### config.mk
export PLATFORM = sky130hd
export DESIGN_NAME = period_timer
export DESIGN_NICKNAME = d
export VERILOG_FILES = /design/src/period_timer_pkg.sv /design/src/period_timer.sv
export SDC_FILE = /design/constraint.sdc
export NUM_CORES = 1
export LEC_CHECK = 0
export BUFFER_PORTS_ARGS = -buffer_cell sky130_fd_sc_hd__buf_2
export CORE_MARGIN = 2
export CORE_UTILIZATION = 40
export CTS_CLUSTER_SIZE = 14
export DETAILED_ROUTE_END_ITERATION = 8
export PLACE_DENSITY_LB_ADDON = 0.1
export SKIP_CTS_REPAIR_TIMING = 1
export SLEW_MARGIN = 20
export SYNTH_ARGS = -nofsm -noshare
export SYNTH_HDL_FRONTEND = slang
export SYNTH_SLANG_ARGS = --single-unit
### constraint.sdc
create_clock -name clk -period 2.8 [get_ports clk]
set_input_delay 0.56 -clock clk [delete_from_list [all_inputs] [get_ports clk]]
set_output_delay 0.56 -clock clk [all_outputs]
set_load 0.01 [all_outputs]
### src/period_timer_pkg.sv
// package: register map, fields and reset values of the period timer
package period_timer_pkg;
  // register word offsets (byte addresses / 4)
  localparam logic [2:0] TIMER_COUNT_IDX = 3'h0;
  localparam logic [2:0] PERIOD_VALUE_IDX = 3'h1;
  localparam logic [2:0] TIMER_CONTROL_IDX = 3'h2;
  localparam logic [2:0] IRQ_STATUS_IDX = 3'h3;
  localparam logic [2:0] IRQ_ENABLE_IDX = 3'h4;
  localparam logic [2:0] IRQ_CLEAR_IDX = 3'h5;
  localparam logic [2:0] SLEEP_CTRL_IDX = 3'h6;
  // control field positions
  localparam int PRESCALE_LSB = 0;
  localparam int TIMER_ON_POS = 2;
  localparam int POSTSCALE_LSB = 3;
  // interrupt bit position
  localparam int MATCH_IRQ_POS = 0;
  // reset values
  localparam logic [7:0] COUNT_RESET = 8'h00;
  localparam logic [7:0] PERIOD_RESET = 8'hff;
  localparam logic [6:0] CONTROL_RESET = 7'h00;
  // instruction clock divider (system clock / 4)
  localparam int INSTR_DIV = 4;
  // prescale ratios
  localparam logic [5:0] PRE_DIV1 = 6'h00;
  localparam logic [5:0] PRE_DIV4 = 6'h03;
  localparam logic [5:0] PRE_DIV16 = 6'h0f;
  localparam logic [5:0] PRE_DIV64 = 6'h3f;
endpackage : period_timer_pkg

### src/period_timer.sv
// period timer with prescaler, postscaler, interrupt and Avalon-MM slave
//
// The Avalon-MM register port and the placing of the registers are this design's own decisions.
`timescale 1ns/10ps
`default_nettype none
module period_timer #(
  parameter int COUNT_W = 8
) (
  input wire logic clk,
  input wire logic rst,
  input wire logic [4:0] address,
  input wire logic read,
  input wire logic write,
  input wire logic [31:0] writedata,
  input wire logic [3:0] byteenable,
  output logic [31:0] readdata,
  output logic waitrequest,
  output logic irq,
  output logic periodMatchPulse
);
  logic [COUNT_W-1:0] timerCount;
  logic [COUNT_W-1:0] periodValue;
  logic [6:0] timerControl;
  logic sleepMode;
  logic [1:0] instrDiv;
  logic [5:0] preCount;
  logic [3:0] postCount;
  logic irqStatus;
  logic irqEnable;
  logic accessDone;
  logic [5:0] preLimit;
  logic instrTick;
  logic scaledTick;
  logic running;
  logic isMatch;
  logic [2:0] wordIdx;
  logic wrStrobe;
  logic rdStrobe;
  logic wrCount;
  logic wrPeriod;
  logic wrControl;
  logic wrLane0;
  logic postDone;
  logic scalerClear;

  // bus decode: one wait cycle, then the access completes
  assign wordIdx = address[4:2];
  assign wrLane0 = byteenable[0];
  assign wrStrobe = write && accessDone;
  assign rdStrobe = read && accessDone;
  assign wrCount = wrStrobe && wrLane0 && (wordIdx == period_timer_pkg::TIMER_COUNT_IDX);
  assign wrPeriod = wrStrobe && wrLane0 && (wordIdx == period_timer_pkg::PERIOD_VALUE_IDX);
  assign wrControl = wrStrobe && wrLane0 && (wordIdx == period_timer_pkg::TIMER_CONTROL_IDX);

  // timer gating and tick generation
  assign running = timerControl[period_timer_pkg::TIMER_ON_POS] && !sleepMode;
  assign scalerClear = wrCount || wrControl; // count or control write cycle never ticks
  assign instrTick = running && !scalerClear
                     && (instrDiv == 2'(period_timer_pkg::INSTR_DIV - 1));
  always_comb begin
    case (timerControl[period_timer_pkg::PRESCALE_LSB +: 2])
      2'h0: preLimit = period_timer_pkg::PRE_DIV1;
      2'h1: preLimit = period_timer_pkg::PRE_DIV4;
      2'h2: preLimit = period_timer_pkg::PRE_DIV16;
      default: preLimit = period_timer_pkg::PRE_DIV64;
    endcase
  end
  assign scaledTick = instrTick && (preCount >= preLimit);
  assign isMatch = scaledTick && (timerCount == periodValue);
  assign postDone = isMatch && (postCount == timerControl[period_timer_pkg::POSTSCALE_LSB +: 4]);

  // bus handshake: waitrequest drops for one cycle per access
  always_ff @(posedge clk or posedge rst) begin
    if (rst) begin
      accessDone <= 1'b0;
    end else begin
      accessDone <= (read || write) && !accessDone;
    end
  end

  // waitrequest registered, low in the completing cycle
  always_ff @(posedge clk or posedge rst) begin
    if (rst) begin
      waitrequest <= 1'b1;
    end else begin
      waitrequest <= !((read || write) && !accessDone);
    end
  end

  // instruction clock divider, free running while timer runs
  always_ff @(posedge clk or posedge rst) begin
    if (rst) begin
      instrDiv <= 2'h0;
    end else if (wrCount || wrControl) begin
      instrDiv <= 2'h0;
    end else if (running) begin
      instrDiv <= instrDiv + 2'h1;
    end
  end

  // prescaler counter
  always_ff @(posedge clk or posedge rst) begin
    if (rst) begin
      preCount <= 6'h00;
    end else if (wrCount || wrControl) begin
      preCount <= 6'h00;
    end else if (scaledTick) begin
      preCount <= 6'h00;
    end else if (instrTick) begin
      preCount <= preCount + 6'h01;
    end
  end

  // count register: software write, reload on match, step on tick
  always_ff @(posedge clk or posedge rst) begin
    if (rst) begin
      timerCount <= period_timer_pkg::COUNT_RESET;
    end else if (wrCount) begin
      timerCount <= writedata[COUNT_W-1:0];
    end else if (isMatch) begin
      timerCount <= period_timer_pkg::COUNT_RESET;
    end else if (scaledTick) begin
      timerCount <= timerCount + COUNT_W'(1);
    end
  end

  // period register
  always_ff @(posedge clk or posedge rst) begin
    if (rst) begin
      periodValue <= period_timer_pkg::PERIOD_RESET;
    end else if (wrPeriod) begin
      periodValue <= writedata[COUNT_W-1:0];
    end
  end

  // control register, bit 7 not stored; count untouched here
  always_ff @(posedge clk or posedge rst) begin
    if (rst) begin
      timerControl <= period_timer_pkg::CONTROL_RESET;
    end else if (wrControl) begin
      timerControl <= writedata[6:0];
    end
  end

  // sleep control, stands in for processor sleep state
  always_ff @(posedge clk or posedge rst) begin
    if (rst) begin
      sleepMode <= 1'b0;
    end else if (wrStrobe && wrLane0 && (wordIdx == period_timer_pkg::SLEEP_CTRL_IDX)) begin
      sleepMode <= writedata[0];
    end
  end

  // postscaler counter
  always_ff @(posedge clk or posedge rst) begin
    if (rst) begin
      postCount <= 4'h0;
    end else if (wrCount || wrControl) begin
      postCount <= 4'h0;
    end else if (postDone) begin
      postCount <= 4'h0;
    end else if (isMatch) begin
      postCount <= postCount + 4'h1;
    end
  end

  // match pulse straight from a flop, one system clock wide
  always_ff @(posedge clk or posedge rst) begin
    if (rst) begin
      periodMatchPulse <= 1'b0;
    end else begin
      periodMatchPulse <= isMatch;
    end
  end

  // sticky match flag, set wins over clear
  always_ff @(posedge clk or posedge rst) begin
    if (rst) begin
      irqStatus <= 1'b0;
    end else if (postDone) begin
      irqStatus <= 1'b1;
    end else if (wrStrobe && wrLane0 && (wordIdx == period_timer_pkg::IRQ_CLEAR_IDX)
                 && writedata[period_timer_pkg::MATCH_IRQ_POS]) begin
      irqStatus <= 1'b0;
    end
  end

  // interrupt enable
  always_ff @(posedge clk or posedge rst) begin
    if (rst) begin
      irqEnable <= 1'b0;
    end else if (wrStrobe && wrLane0 && (wordIdx == period_timer_pkg::IRQ_ENABLE_IDX)) begin
      irqEnable <= writedata[period_timer_pkg::MATCH_IRQ_POS];
    end
  end

  // interrupt output, registered from current status and enable
  always_ff @(posedge clk or posedge rst) begin
    if (rst) begin
      irq <= 1'b0;
    end else begin
      irq <= irqEnable && irqStatus;
    end
  end

  // read data mux, unmapped and write-only read zero
  always_ff @(posedge clk or posedge rst) begin
    if (rst) begin
      readdata <= 32'h0000_0000;
    end else if (read && !accessDone) begin
      case (wordIdx)
        period_timer_pkg::TIMER_COUNT_IDX: readdata <= {24'h00_0000, timerCount};
        period_timer_pkg::PERIOD_VALUE_IDX: readdata <= {24'h00_0000, periodValue};
        period_timer_pkg::TIMER_CONTROL_IDX: readdata <= {25'h000_0000, timerControl};
        period_timer_pkg::IRQ_STATUS_IDX: readdata <= {31'h0000_0000, irqStatus};
        period_timer_pkg::IRQ_ENABLE_IDX: readdata <= {31'h0000_0000, irqEnable};
        period_timer_pkg::SLEEP_CTRL_IDX: readdata <= {31'h0000_0000, sleepMode};
        default: readdata <= 32'h0000_0000;
      endcase
    end
  end

  // match only when count equals period on a tick
  a_match_cause: assert property (@(posedge clk) disable iff (rst)
    isMatch |-> (timerCount == periodValue) && running)
    else $error("match without equal count");

  // reload to zero after match
  a_match_reload: assert property (@(posedge clk) disable iff (rst)
    isMatch && !wrCount |=> timerCount == 8'h00)
    else $error("count not reloaded after match");

  // match pulse follows match one cycle later
  a_pulse_timing: assert property (@(posedge clk) disable iff (rst)
    isMatch |=> periodMatchPulse)
    else $error("match pulse missing");

  // off timer holds count
  a_off_hold: assert property (@(posedge clk) disable iff (rst)
    !running && !wrCount |=> $stable(timerCount))
    else $error("count moved while stopped");

  // control write clears scalers and keeps count
  a_ctrl_write: assert property (@(posedge clk) disable iff (rst)
    wrControl |=> postCount == 4'h0 && preCount == 6'h00 && $stable(timerCount))
    else $error("control write effect wrong");

  // count steps by exactly one on a plain tick
  a_count_step: assert property (@(posedge clk) disable iff (rst)
    scaledTick && !isMatch && !wrCount |=> timerCount == $past(timerCount) + 8'h01)
    else $error("count did not step by one");

  // flag sticks until cleared
  a_flag_sticky: assert property (@(posedge clk) disable iff (rst)
    irqStatus && !(wrStrobe && wordIdx == period_timer_pkg::IRQ_CLEAR_IDX) |=> irqStatus)
    else $error("flag dropped on its own");

  // interrupt gated by enable
  a_irq_gate: assert property (@(posedge clk) disable iff (rst)
    irq |-> $past(irqEnable) && $past(irqStatus))
    else $error("irq without enable");

  // prescale 1:1 ticks every instruction tick
  a_prescale_one: assert property (@(posedge clk) disable iff (rst)
    instrTick && timerControl[1:0] == 2'h0 |-> scaledTick)
    else $error("divide by one missed tick");

  // ticks at most once every four clocks
  a_instr_rate: assert property (@(posedge clk) disable iff (rst)
    instrTick |=> (!instrTick) [*3])
    else $error("instruction tick too fast");

  // count write clears divider, prescaler and postscaler
  a_count_clear: assert property (@(posedge clk) disable iff (rst)
    wrCount |=> instrDiv == 2'h0 && preCount == 6'h00 && postCount == 4'h0)
    else $error("count write left a scaler running");

  // count write lands as written
  a_count_write: assert property (@(posedge clk) disable iff (rst)
    wrCount |=> timerCount == $past(writedata[COUNT_W-1:0]))
    else $error("count write lost");

  // period write lands as written
  a_period_write: assert property (@(posedge clk) disable iff (rst)
    wrPeriod |=> periodValue == $past(writedata[COUNT_W-1:0]))
    else $error("period write lost");

  // period only moves on its own write, sleep included
  a_period_hold: assert property (@(posedge clk) disable iff (rst)
    !wrPeriod |=> $stable(periodValue))
    else $error("period moved without a write");

  // sleeping timer keeps its count
  a_sleep_hold: assert property (@(posedge clk) disable iff (rst)
    sleepMode && !wrCount |=> $stable(timerCount))
    else $error("count moved during sleep");

  // count read returns the count of the request cycle
  a_read_count: assert property (@(posedge clk) disable iff (rst)
    read && !accessDone && wordIdx == period_timer_pkg::TIMER_COUNT_IDX
    |=> readdata[COUNT_W-1:0] == $past(timerCount))
    else $error("count read wrong");

  // control read shows bit 7 and above as zero
  a_ctrl_bit7: assert property (@(posedge clk) disable iff (rst)
    read && !accessDone && wordIdx == period_timer_pkg::TIMER_CONTROL_IDX
    |=> readdata[31:7] == 25'h000_0000)
    else $error("control bit 7 not zero");

  // request answered after one wait cycle
  a_wait_answer: assert property (@(posedge clk) disable iff (rst)
    (read || write) && !accessDone |=> !waitrequest)
    else $error("access not answered");

  // waitrequest never low two cycles running
  a_wait_pulse: assert property (@(posedge clk) disable iff (rst)
    !waitrequest |=> waitrequest)
    else $error("waitrequest low too long");

  // strobes only in the completing cycle
  a_strobe_done: assert property (@(posedge clk) disable iff (rst)
    (rdStrobe || wrStrobe) |-> !waitrequest)
    else $error("strobe outside completing cycle");

  // postscaler never passes its selected count
  a_post_bound: assert property (@(posedge clk) disable iff (rst)
    postCount <= timerControl[period_timer_pkg::POSTSCALE_LSB +: 4])
    else $error("postscaler beyond its limit");

  // each match short of the limit advances the postscaler
  a_post_step: assert property (@(posedge clk) disable iff (rst)
    isMatch && !postDone |=> postCount == $past(postCount) + 4'h1)
    else $error("postscaler did not advance");

  // completed postscale count latches the flag
  a_flag_set: assert property (@(posedge clk) disable iff (rst)
    postDone |=> irqStatus)
    else $error("flag not latched");

  // flag rises only on a completed postscale count
  a_flag_cause: assert property (@(posedge clk) disable iff (rst)
    $rose(irqStatus) |-> $past(postDone))
    else $error("flag set without cause");

  // stopped timer makes no match and no flag
  a_off_quiet: assert property (@(posedge clk) disable iff (rst)
    !running |-> !isMatch && !postDone)
    else $error("match while stopped");

  // match pulse one clock wide
  a_pulse_width: assert property (@(posedge clk) disable iff (rst)
    periodMatchPulse |=> !periodMatchPulse)
    else $error("match pulse too wide");

  // match pulse only after a match
  a_pulse_cause: assert property (@(posedge clk) disable iff (rst)
    periodMatchPulse |-> $past(isMatch))
    else $error("match pulse without match");

  // enabled set flag raises the interrupt
  a_irq_level: assert property (@(posedge clk) disable iff (rst)
    irqStatus && irqEnable |=> irq)
    else $error("enabled flag gave no irq");

endmodule : period_timer
`default_nettype wire

==> flow_summary.ini, run 1 <==
[run_status]
outcome = finished clean

[global_route]
overflow = 0
grt_pass1_vias = 2098
antenna_found_initial = 0
grt_first_pass_wirelength_um = 10700
grtUsageTotal_pct = 16.3
grt_start_max_net_pins = 27

[cells_and_area]
drive_gt1_share_pct = 26.2
insertedDiodeCount = 0
nets = 371
area_growth_pct = 8.94

[floorplanning]
start_util_pct = 41.6
die_h_um = 91.1
fp.dieW_um = 91.1
fp.coreArea_sq_um = 7290
core.rowCount = 31
ios = 80
die-area_sq_um = 8300

[worst_setup_path]
reg2reg_slack_ns = 0.26
slowest_delay_ns = 0.54
reg2reg_depth = 9
arrival_ns = 2.73
critPathLaunchType = register
required_ns = 2.99
path_class = reg2reg
cp_max_fo = 14
cp_slowest_cell = or4b_1
crit_chain = or2_2 -> ha_1 -> nor2b_1 -> o21ai_2 -> a221oi_2 -> buf_12 -> or4b_1 -> xnor2_1 -> a22o_1
r2r-start = timerControl[0]$_DFFE_PP0P_
cp-end-kind = register
reg2reg_to = timerCount[6]$_DFFE_PP0P_

[route]
first_iter_violations = 60
detail_route.wl_per_cell_um = 15.3
vias = 2147
drtPass1Iterations = 4
drc = 0
vias_per_cell = 5.16
wirelength_um = 6360
ant_nets = 0

[clock_tree]
cts_buffer_depth = 2
cts_tree = yes
clk_pin_slew_ns = 0.10
clock_latency_ns = 0.30
cts_buffers = 5
cts.sinks = 50
cts-root-buf = clkbuf_8
htree_levels = 2

[yosys]
synthTopCellsByArea = dfrtp_1, dfstp_2, buf_4
ys_warn_count = 0
yosysMostFrequentCell = dfrtp_1
synth-seq-cells = 50
yosys.area.top_type = dfrtp_1
synth_top_area_share_pct = 33.8
yosysUniqueCellTypes = 58
synthTopCellsByCount = dfrtp_1, buf_4, nand2_1
syn_inst = 290
avgSynthCellArea_sq_um = 10.5
synth-async-reset-ratio_pct = 100
netlist_area_sq_um = 3040
ys_seq_area_share_pct = 41.6
synth_ff_type = dfrtp_1
synth_edf_count = 0

[place]
gp_congestion = 0.785
pre_cts_ws_ns = 0.307
numPortBuffers = 26
place.detailed.hpwl_um = 4840

[sta]
period_share_pct = 90.6
timing.fmax_mhz = 394
hold_viol = 0
setup_tns_ns = 0
final.setup_skew_ns = 0.00840
rsz0062_at_grt = false
fin_crit_ns = 2.54
worst_slew_pin_slew_ns = 0.556
relSlewSlack_pct = 62.6
setup_ws_ns = 0.263
hold_slack_ns = 0.301
drv_slew = 0
setup_viol = 0

[hold_path]
min_path_type = in2async

[pwr]
ir_drop_mv = 0.390
power_density_nw_per_um2 = 775
leakage_nw = 1.56

[run]
max-cap-violations = 0
## logic make-up (layout without fill, tap and decap cells)
family,Yosys count,in the layout,synth area share (%)
AOI/OAI and AO/OA,51,51,11.2
adders and majority gates,10,10,4.12
and+or+nand+nor,91,91,18.4
other,1,24,0.123
buffers and inverters,42,46,9.15
xor gates and xnor gates,17,17,5.15
DFF,50,50,41.6
muxes,28,28,10.3
## metal layers
metal | track usage (%) | share of wire, %
met1 | 23.9 | 50
met2 | 25.2 | 45
met3 | 2.57 | 3.4
met4 | 4.29 | 0.99
met5 | 0 | 0
## worst max path at each step
stage,from,to,slack [ns]
CTS,timerControl[0]$_DFFE_PP0P_,timerCount[6]$_DFFE_PP0P_,0.26
detailed placement,timerControl[0]$_DFFE_PP0P_,timerCount[6]$_DFFE_PP0P_,0.31
finish,timerControl[0]$_DFFE_PP0P_,timerCount[6]$_DFFE_PP0P_,0.26
global placement,timerControl[0]$_DFFE_PP0P_,timerCount[6]$_DFFE_PP0P_,0.31
floorplan,timerControl[0]$_DFFE_PP0P_,timerCount[3]$_DFFE_PP0P_,0.51
global route,timerControl[0]$_DFFE_PP0P_,timerCount[6]$_DFFE_PP0P_,0.11
## area by class of cell
class	count	area [sq um]
Clock buffer	7	86.3
Clock inverter	1	30.0
Sequential cell	50	1260
Fill cell	714	3980
Multi-Input combinational cell	221	1580
Inverter	6	22.5
Timing Repair Buffer	32	200
Tap cell	99	124
## worst max-delay path, delay by kind of cell, from the launching register on
kind	cells	cell delay (ns)
AO/OA/AOI/OAI	3	0.46
XOR/XNOR	1	0.15
adder cells (fa/ha/maj)	1	0.28
buffers and inverters	1	0.16
flip-flops	1	0.43
AND/OR/NAND/NOR	3	0.92
## flip-flops by register name, indices dropped and copies added, names as in the netlist
signal	cells
periodValue	8
readdata	8
timerCount	8
timerControl	7
preCount	6
postCount	4
instrDiv	2
accessDone	1
irq	1
irqEnable	1
irqStatus	1
periodMatchPulse	1
sleepMode	1
waitrequest	1
## power breakdown
group | leakage (nW) | total (mW) | switching [mW] | internal [mW]
sequential | 0.628 | 1.11 | 0.200 | 0.915
combinational | 0.872 | 0.913 | 0.491 | 0.422
clock | 0.0585 | 0.535 | 0.243 | 0.292
total | 1.56 | 2.56 | 0.934 | 1.63
## metrics by stage
| step | power, mW | cells | utilization (%) | cell area (sq um) |
|---|---|---|---|---|
| 6_report | 2.56 | 416 | 45.4 | 3310 |
| 2_1_floorplan | 1.82 | 313 | - | 3120 |
| 3_3_place_gp | 2.03 | 408 | 43.8 | 3190 |
| 5_1_grt | 2.76 | 416 | 45.4 | 3310 |
| 3_5_place_dp | 2.05 | 408 | 43.8 | 3190 |
| 4_1_cts | 2.59 | 416 | 45.4 | 3310 |
## cell usage in the layout, fill, tap and decap left out, types with 5 or more instances in the layout
| cell | instances |
|---|---|
| dfrtp_1 | 41 |
| buf_2 | 26 |
| nand2_1 | 25 |
| conb_1 | 24 |
| nor2_1 | 20 |
| mux2_2 | 15 |
| xor2_1 | 14 |
| o21ai_0 | 13 |
| mux2i_1 | 11 |
| a21oi_1 | 11 |
| a22o_1 | 10 |
| ha_1 | 10 |
| dfstp_2 | 9 |
| nand3_1 | 8 |
| clkbuf_8 | 6 |
| inv_1 | 5 |
Note: power is estimated with default switching activity, not from simulation.
==> inputs of run 2 (changes only) <==
Settings changed: ABC_AREA from default to 1, CORE_ASPECT_RATIO from default to 1.5, CORE_UTILIZATION 40 to 53.
==> flow_summary.ini, run 2 <==
[run_status]
outcome = finished clean

[worst_setup_path]
crit_start = timerControl[0]$_DFFE_PP0P_
path_class = reg2reg
required_ns = 3.05
cp-end-kind = register
arrival_ns = 2.35
critPathLaunchType = register
cp_max_fo = 10
r2r-start = timerControl[0]$_DFFE_PP0P_

[route]
vias_per_cell = 5.01
vias = 2506
drc = 0
ant_nets = 0
first_iter_violations = 118
wirelength_um = 6320
drtPass1Iterations = 4
detail_route.wl_per_cell_um = 12.6

[sta]
setup_viol = 0
rsz0062_at_grt = false
timing.fmax_mhz = 477
drv_slew = 0
setup_tns_ns = 0
hold_viol = 0
fin_crit_ns = 2.09
worst_slew_pin_slew_ns = 0.581
period_share_pct = 74.8
final.setup_skew_ns = 0.00681
relSlewSlack_pct = 61.2
hold_slack_ns = 0.295

[clock_tree]
htree_levels = 2
cts_buffers = 5
clk_pin_slew_ns = 0.09
cts_buffer_depth = 2
cts.sinks = 50
cts-root-buf = clkbuf_8
clock_latency_ns = 0.31
cts_tree = yes

[run]
max-cap-violations = 0

[global_route]
grt_pass1_vias = 2430
grtUsageTotal_pct = 22.1
grt_first_pass_wirelength_um = 11100
overflow = 0
antenna_found_initial = 0
grt_start_max_net_pins = 29

[yosys]
yosys.area.top_type = dfrtp_1
synthTopCellsByCount = nand2_1, inv_1, dfrtp_1
netlist_area_sq_um = 3050
synth_ff_type = dfrtp_1
yosysMostFrequentCell = nand2_1
synthTopCellsByArea = dfrtp_1, nand2_1, dfstp_2
ys_warn_count = 0
synth-seq-cells = 50
ys_seq_area_share_pct = 41.5
synth_edf_count = 0
avgSynthCellArea_sq_um = 7.65
synth_top_area_share_pct = 33.7
yosysUniqueCellTypes = 29
syn_inst = 398
synth-async-reset-ratio_pct = 100

[floorplanning]
fp.dieW_um = 65.9
fp.coreArea_sq_um = 5490
core.rowCount = 33
ios = 80
die-area_sq_um = 6380
die_h_um = 96.8
start_util_pct = 55.5

[cells_and_area]
fin_cells = 500
drive_gt1_share_pct = 15.6
area_growth_pct = 7.40
final_common_cell = nand2_1
n_fill_cell = 560
nets = 484
layout_common_cells = nand2_1, inv_1, dfrtp_1
final_area_sq_um = 3270
regArea_sq_um = 1260
fin_util_pct = 59.6
multiInputGateArea_sq_um = 1460
reg.largest.list = periodValue x8, readdata x8, timerCount x8
insertedDiodeCount = 0

[place]
dp.cells = 492
gp_congestion = 0.870
place.detailed.hpwl_um = 5010
numPortBuffers = 26
postPlaceCellArea_sq_um = 3180

[pwr]
leakage_nw = 1.73
ir_drop_mv = 0.312
power_density_nw_per_um2 = 720

[hold_path]
min_path_type = in2async
## run 2: cell count changes after synthesis, moves of 10 or more
cell,delta
mux2_2,-15
nand3_1,+19
nand4_1,+11
inv_1,+46
mux2i_1,-10
nand2_1,+78
a22o_1,-10
o21ai_0,+16
## run 2: cells by family after synthesis
logic type	share of synthesized area, %
AO/OA/AOI/OAI	8.75
XOR/XNOR	3.74
adder cells (fa/ha/maj)	4.11
buffers and inverters	13.5
flip-flops	41.5
multiplexers	0.329
other	0.123
AND/OR/NAND/NOR	28.0
## run 2: report_power, final
part,internal [mW],switching [mW]
Sequential,0.931,0.195
Clock,0.199,0.252
Combinational,0.307,0.473
Total,1.44,0.920
## run 2: final cells by class
type / instances / share of cell area [%]
Tap cell: 70 / 2.68
Timing Repair Buffer: 29 / 4.67
Multi-Input combinational cell: 286 / 44.6
Clock inverter: 2 / 0.383
Clock buffer: 6 / 2.52
Inverter: 57 / 6.54
Sequential cell: 50 / 38.6
## run 2: final timing paths
| kind | to | slack [ns] | depth (start not counted) |
|---|---|---|---|
| max | timerCount[4]$_DFFE_PP0P_ | 0.71 | 12 |
| min | postCount[3]$_DFFE_PP0P_ | 0.30 | 2 |
| max reg2reg | timerCount[4]$_DFFE_PP0P_ | 0.71 | 12 |
| min reg2reg | accessDone$_DFF_PP0_ | 0.48 | 1 |
| max in group asynchronous | waitrequest$_DFF_PP1_ | 1.82 | 3 |
| min in group clk | timerCount[6]$_DFFE_PP0P_ | 0.47 | 3 |
## run 2: stage by stage
stage / setup WS, ns / power (mW)
final: 0.706 / 2.36
after global routing: 0.457 / 2.57
after CTS: 0.685 / 2.37
after detailed placement: 0.475 / 1.92
after global placement: 0.483 / 1.90
after floorplan: 1.03 / 1.74
## run 2: worst max-delay path, cell delays in order (launching register included)
cell and delay, ns:
dfrtp_1 0.40, nor2_1 0.15, inv_1 0.06, ha_1 0.26, o21ai_0 0.16, nand2_1 0.06
nand2_1 0.05, nand2_1 0.12, inv_1 0.18, nor2_4 0.10, nor2_2 0.29, nand2_1 0.11
nand3_1 0.09
## run 2: metal layers
metal	part of all wire (%)	wire length, um	global-route usage [%]	up-vias
met4	2.0	129	7.37	0
met1	40	2550	26.3	1170
met3	1.9	123	3.14	12
li1	-	-	-	1294
met5	0	0	0	-
met2	56	3510	39.5	30
==> inputs of run 3 (changes only) <==
Settings changed: ABC_AREA 1 to 0.
Clock period 2.8 ns to 2 ns, I/O delays scaled along.
==> flow_summary.ini, run 3 (synthesis gave the netlist of run 1 again) <==
[run_status]
outcome = finished with violations
violations = setup timing

[floorplanning]
start_util_pct = 55.3
die_h_um = 96.7
die-area_sq_um = 6360
fp.coreArea_sq_um = 5490
fp.dieW_um = 65.8
core.rowCount = 33
ios = 80

[route]
first_iter_violations = 99
drc = 0
vias = 2277
wirelength_um = 6510
vias_per_cell = 5.42
ant_nets = 0
drtPass1Iterations = 4
detail_route.wl_per_cell_um = 15.5

[worst_setup_path]
reg2reg_depth = 8
crit_start = timerControl[0]$_DFFE_PP0P_
slowest_delay_ns = 0.56
required_ns = 2.20
cp_slowest_cell = or4b_4
critPathLaunchType = register
path_class = reg2reg
cp_max_fo = 3
reg2reg_to = timerCount[6]$_DFFE_PP0P_
reg2reg_slack_ns = -0.24
crit_chain = or2_4 -> ha_4 -> nor2b_4 -> o21ai_4 -> a221oi_4 -> or4b_4 -> xnor2_2 -> a22o_1
worstSetupEndpoint = timerCount[6]$_DFFE_PP0P_
arrival_ns = 2.45
r2r-start = timerControl[0]$_DFFE_PP0P_
cp-end-kind = register

[sta]
setup_ws_ns = -0.244
worst_slew_pin_slew_ns = 0.521
drv_slew = 0
timing.fmax_mhz = 446
final.setup_skew_ns = 0.00616
hold_viol = 0
fin_crit_ns = 2.24
relSlewSlack_pct = 65.2
period_share_pct = 112
setup_viol = 16
rsz0062_at_grt = true

[cells_and_area]
area_growth_pct = 20.3
insertedDiodeCount = 0
nets = 404
layout_common_cells = dfrtp_1, buf_4, buf_2
reg.largest.list = periodValue x8, readdata x8, timerCount x8
n_fill_cell = 464
final_common_cell = dfrtp_1
drive_gt1_share_pct = 39.7

[clock_tree]
clk_pin_slew_ns = 0.09
cts_tree = yes
clock_latency_ns = 0.31
cts_buffers = 5
cts-root-buf = clkbuf_8
cts_buffer_depth = 2
htree_levels = 2
cts.sinks = 50

[pwr]
leakage_nw = 1.75
ir_drop_mv = 0.562
finalPower_mw = 4.04
power_density_nw_per_um2 = 1100

[place]
gp_congestion = 0.814
place.detailed.hpwl_um = 4930
pre_cts_ws_ns = -0.315
numPortBuffers = 26

[global_route]
grtUsageTotal_pct = 21.5
grt_start_max_net_pins = 28
grt_pass1_vias = 2218
antenna_found_initial = 0
overflow = 0
grt_first_pass_wirelength_um = 10400

[run]
max-cap-violations = 0

[hold_path]
min_path_type = in2async
## run 3: worst max-delay path, delay by kind of cell (launching register included)
kind / cells / cell delay (ns)
flip-flops: 1 / 0.39
adder cells (fa/ha/maj): 1 / 0.27
XOR/XNOR: 1 / 0.15
AND/OR/NAND/NOR: 3 / 0.87
AO/OA/AOI/OAI: 3 / 0.44
## run 3: stage by stage
step	setup TNS [ns]	utilization [%]	hold slack [ns]	instances	cell area, sq um
after CTS	-2.84	64.5	0.121	419	3540
after global placement	-1.89	62.6	0.455	411	3440
after detailed placement	-2.51	62.6	0.462	411	3440
after floorplan	-0.830	-	0.467	313	3170
after global routing	-4.21	66.5	0.158	420	3650
final	-2.20	66.5	0.114	420	3650
## run 3: worst min path at each step
stage | startpoint | slack (ns) | end | cells after the start
after CTS | rst | 0.12 | readdata[4]$_DFFE_PP0P_ | 2
after floorplan | irqEnable$_DFFE_PP0P_ | 0.47 | irq$_DFF_PP0_ | 1
after global routing | rst | 0.16 | accessDone$_DFF_PP0_ | 2
after global placement | rst | 0.46 | accessDone$_DFF_PP0_ | 2
after detailed placement | rst | 0.46 | accessDone$_DFF_PP0_ | 2
final | rst | 0.11 | accessDone$_DFF_PP0_ | 2
## run 3: cell type report
cell class,instances,area (sq um),share of cell area (%)
clock inverter,1,8.76,0.240
inverter,6,22.5,0.616
clock buffer,7,96.3,2.64
timing repair buffer,65,455,12.5
sequential,50,1260,34.6
tap,70,87.6,2.40
multi-input combinational,221,1720,47.1
## run 3: power by group
| group | internal (mW) | switching, mW | leakage [nW] | total [mW] |
|---|---|---|---|---|
| clock network | 0.317 | 0.344 | 0.0544 | 0.661 |
| logic | 0.952 | 0.947 | 1.07 | 1.90 |
| registers | 1.28 | 0.195 | 0.628 | 1.48 |
## run 3: per-layer routing
metal	part of all wire [%]	wire length (um)	vias to the layer above	global-route usage (%)
li1	-	-	1088	-
met1	39	2570	1132	24.7
met2	55	3590	45	38.4
met3	2.6	172	12	3.60
met4	2.8	182	0	8.65
met5	0	0	-	0
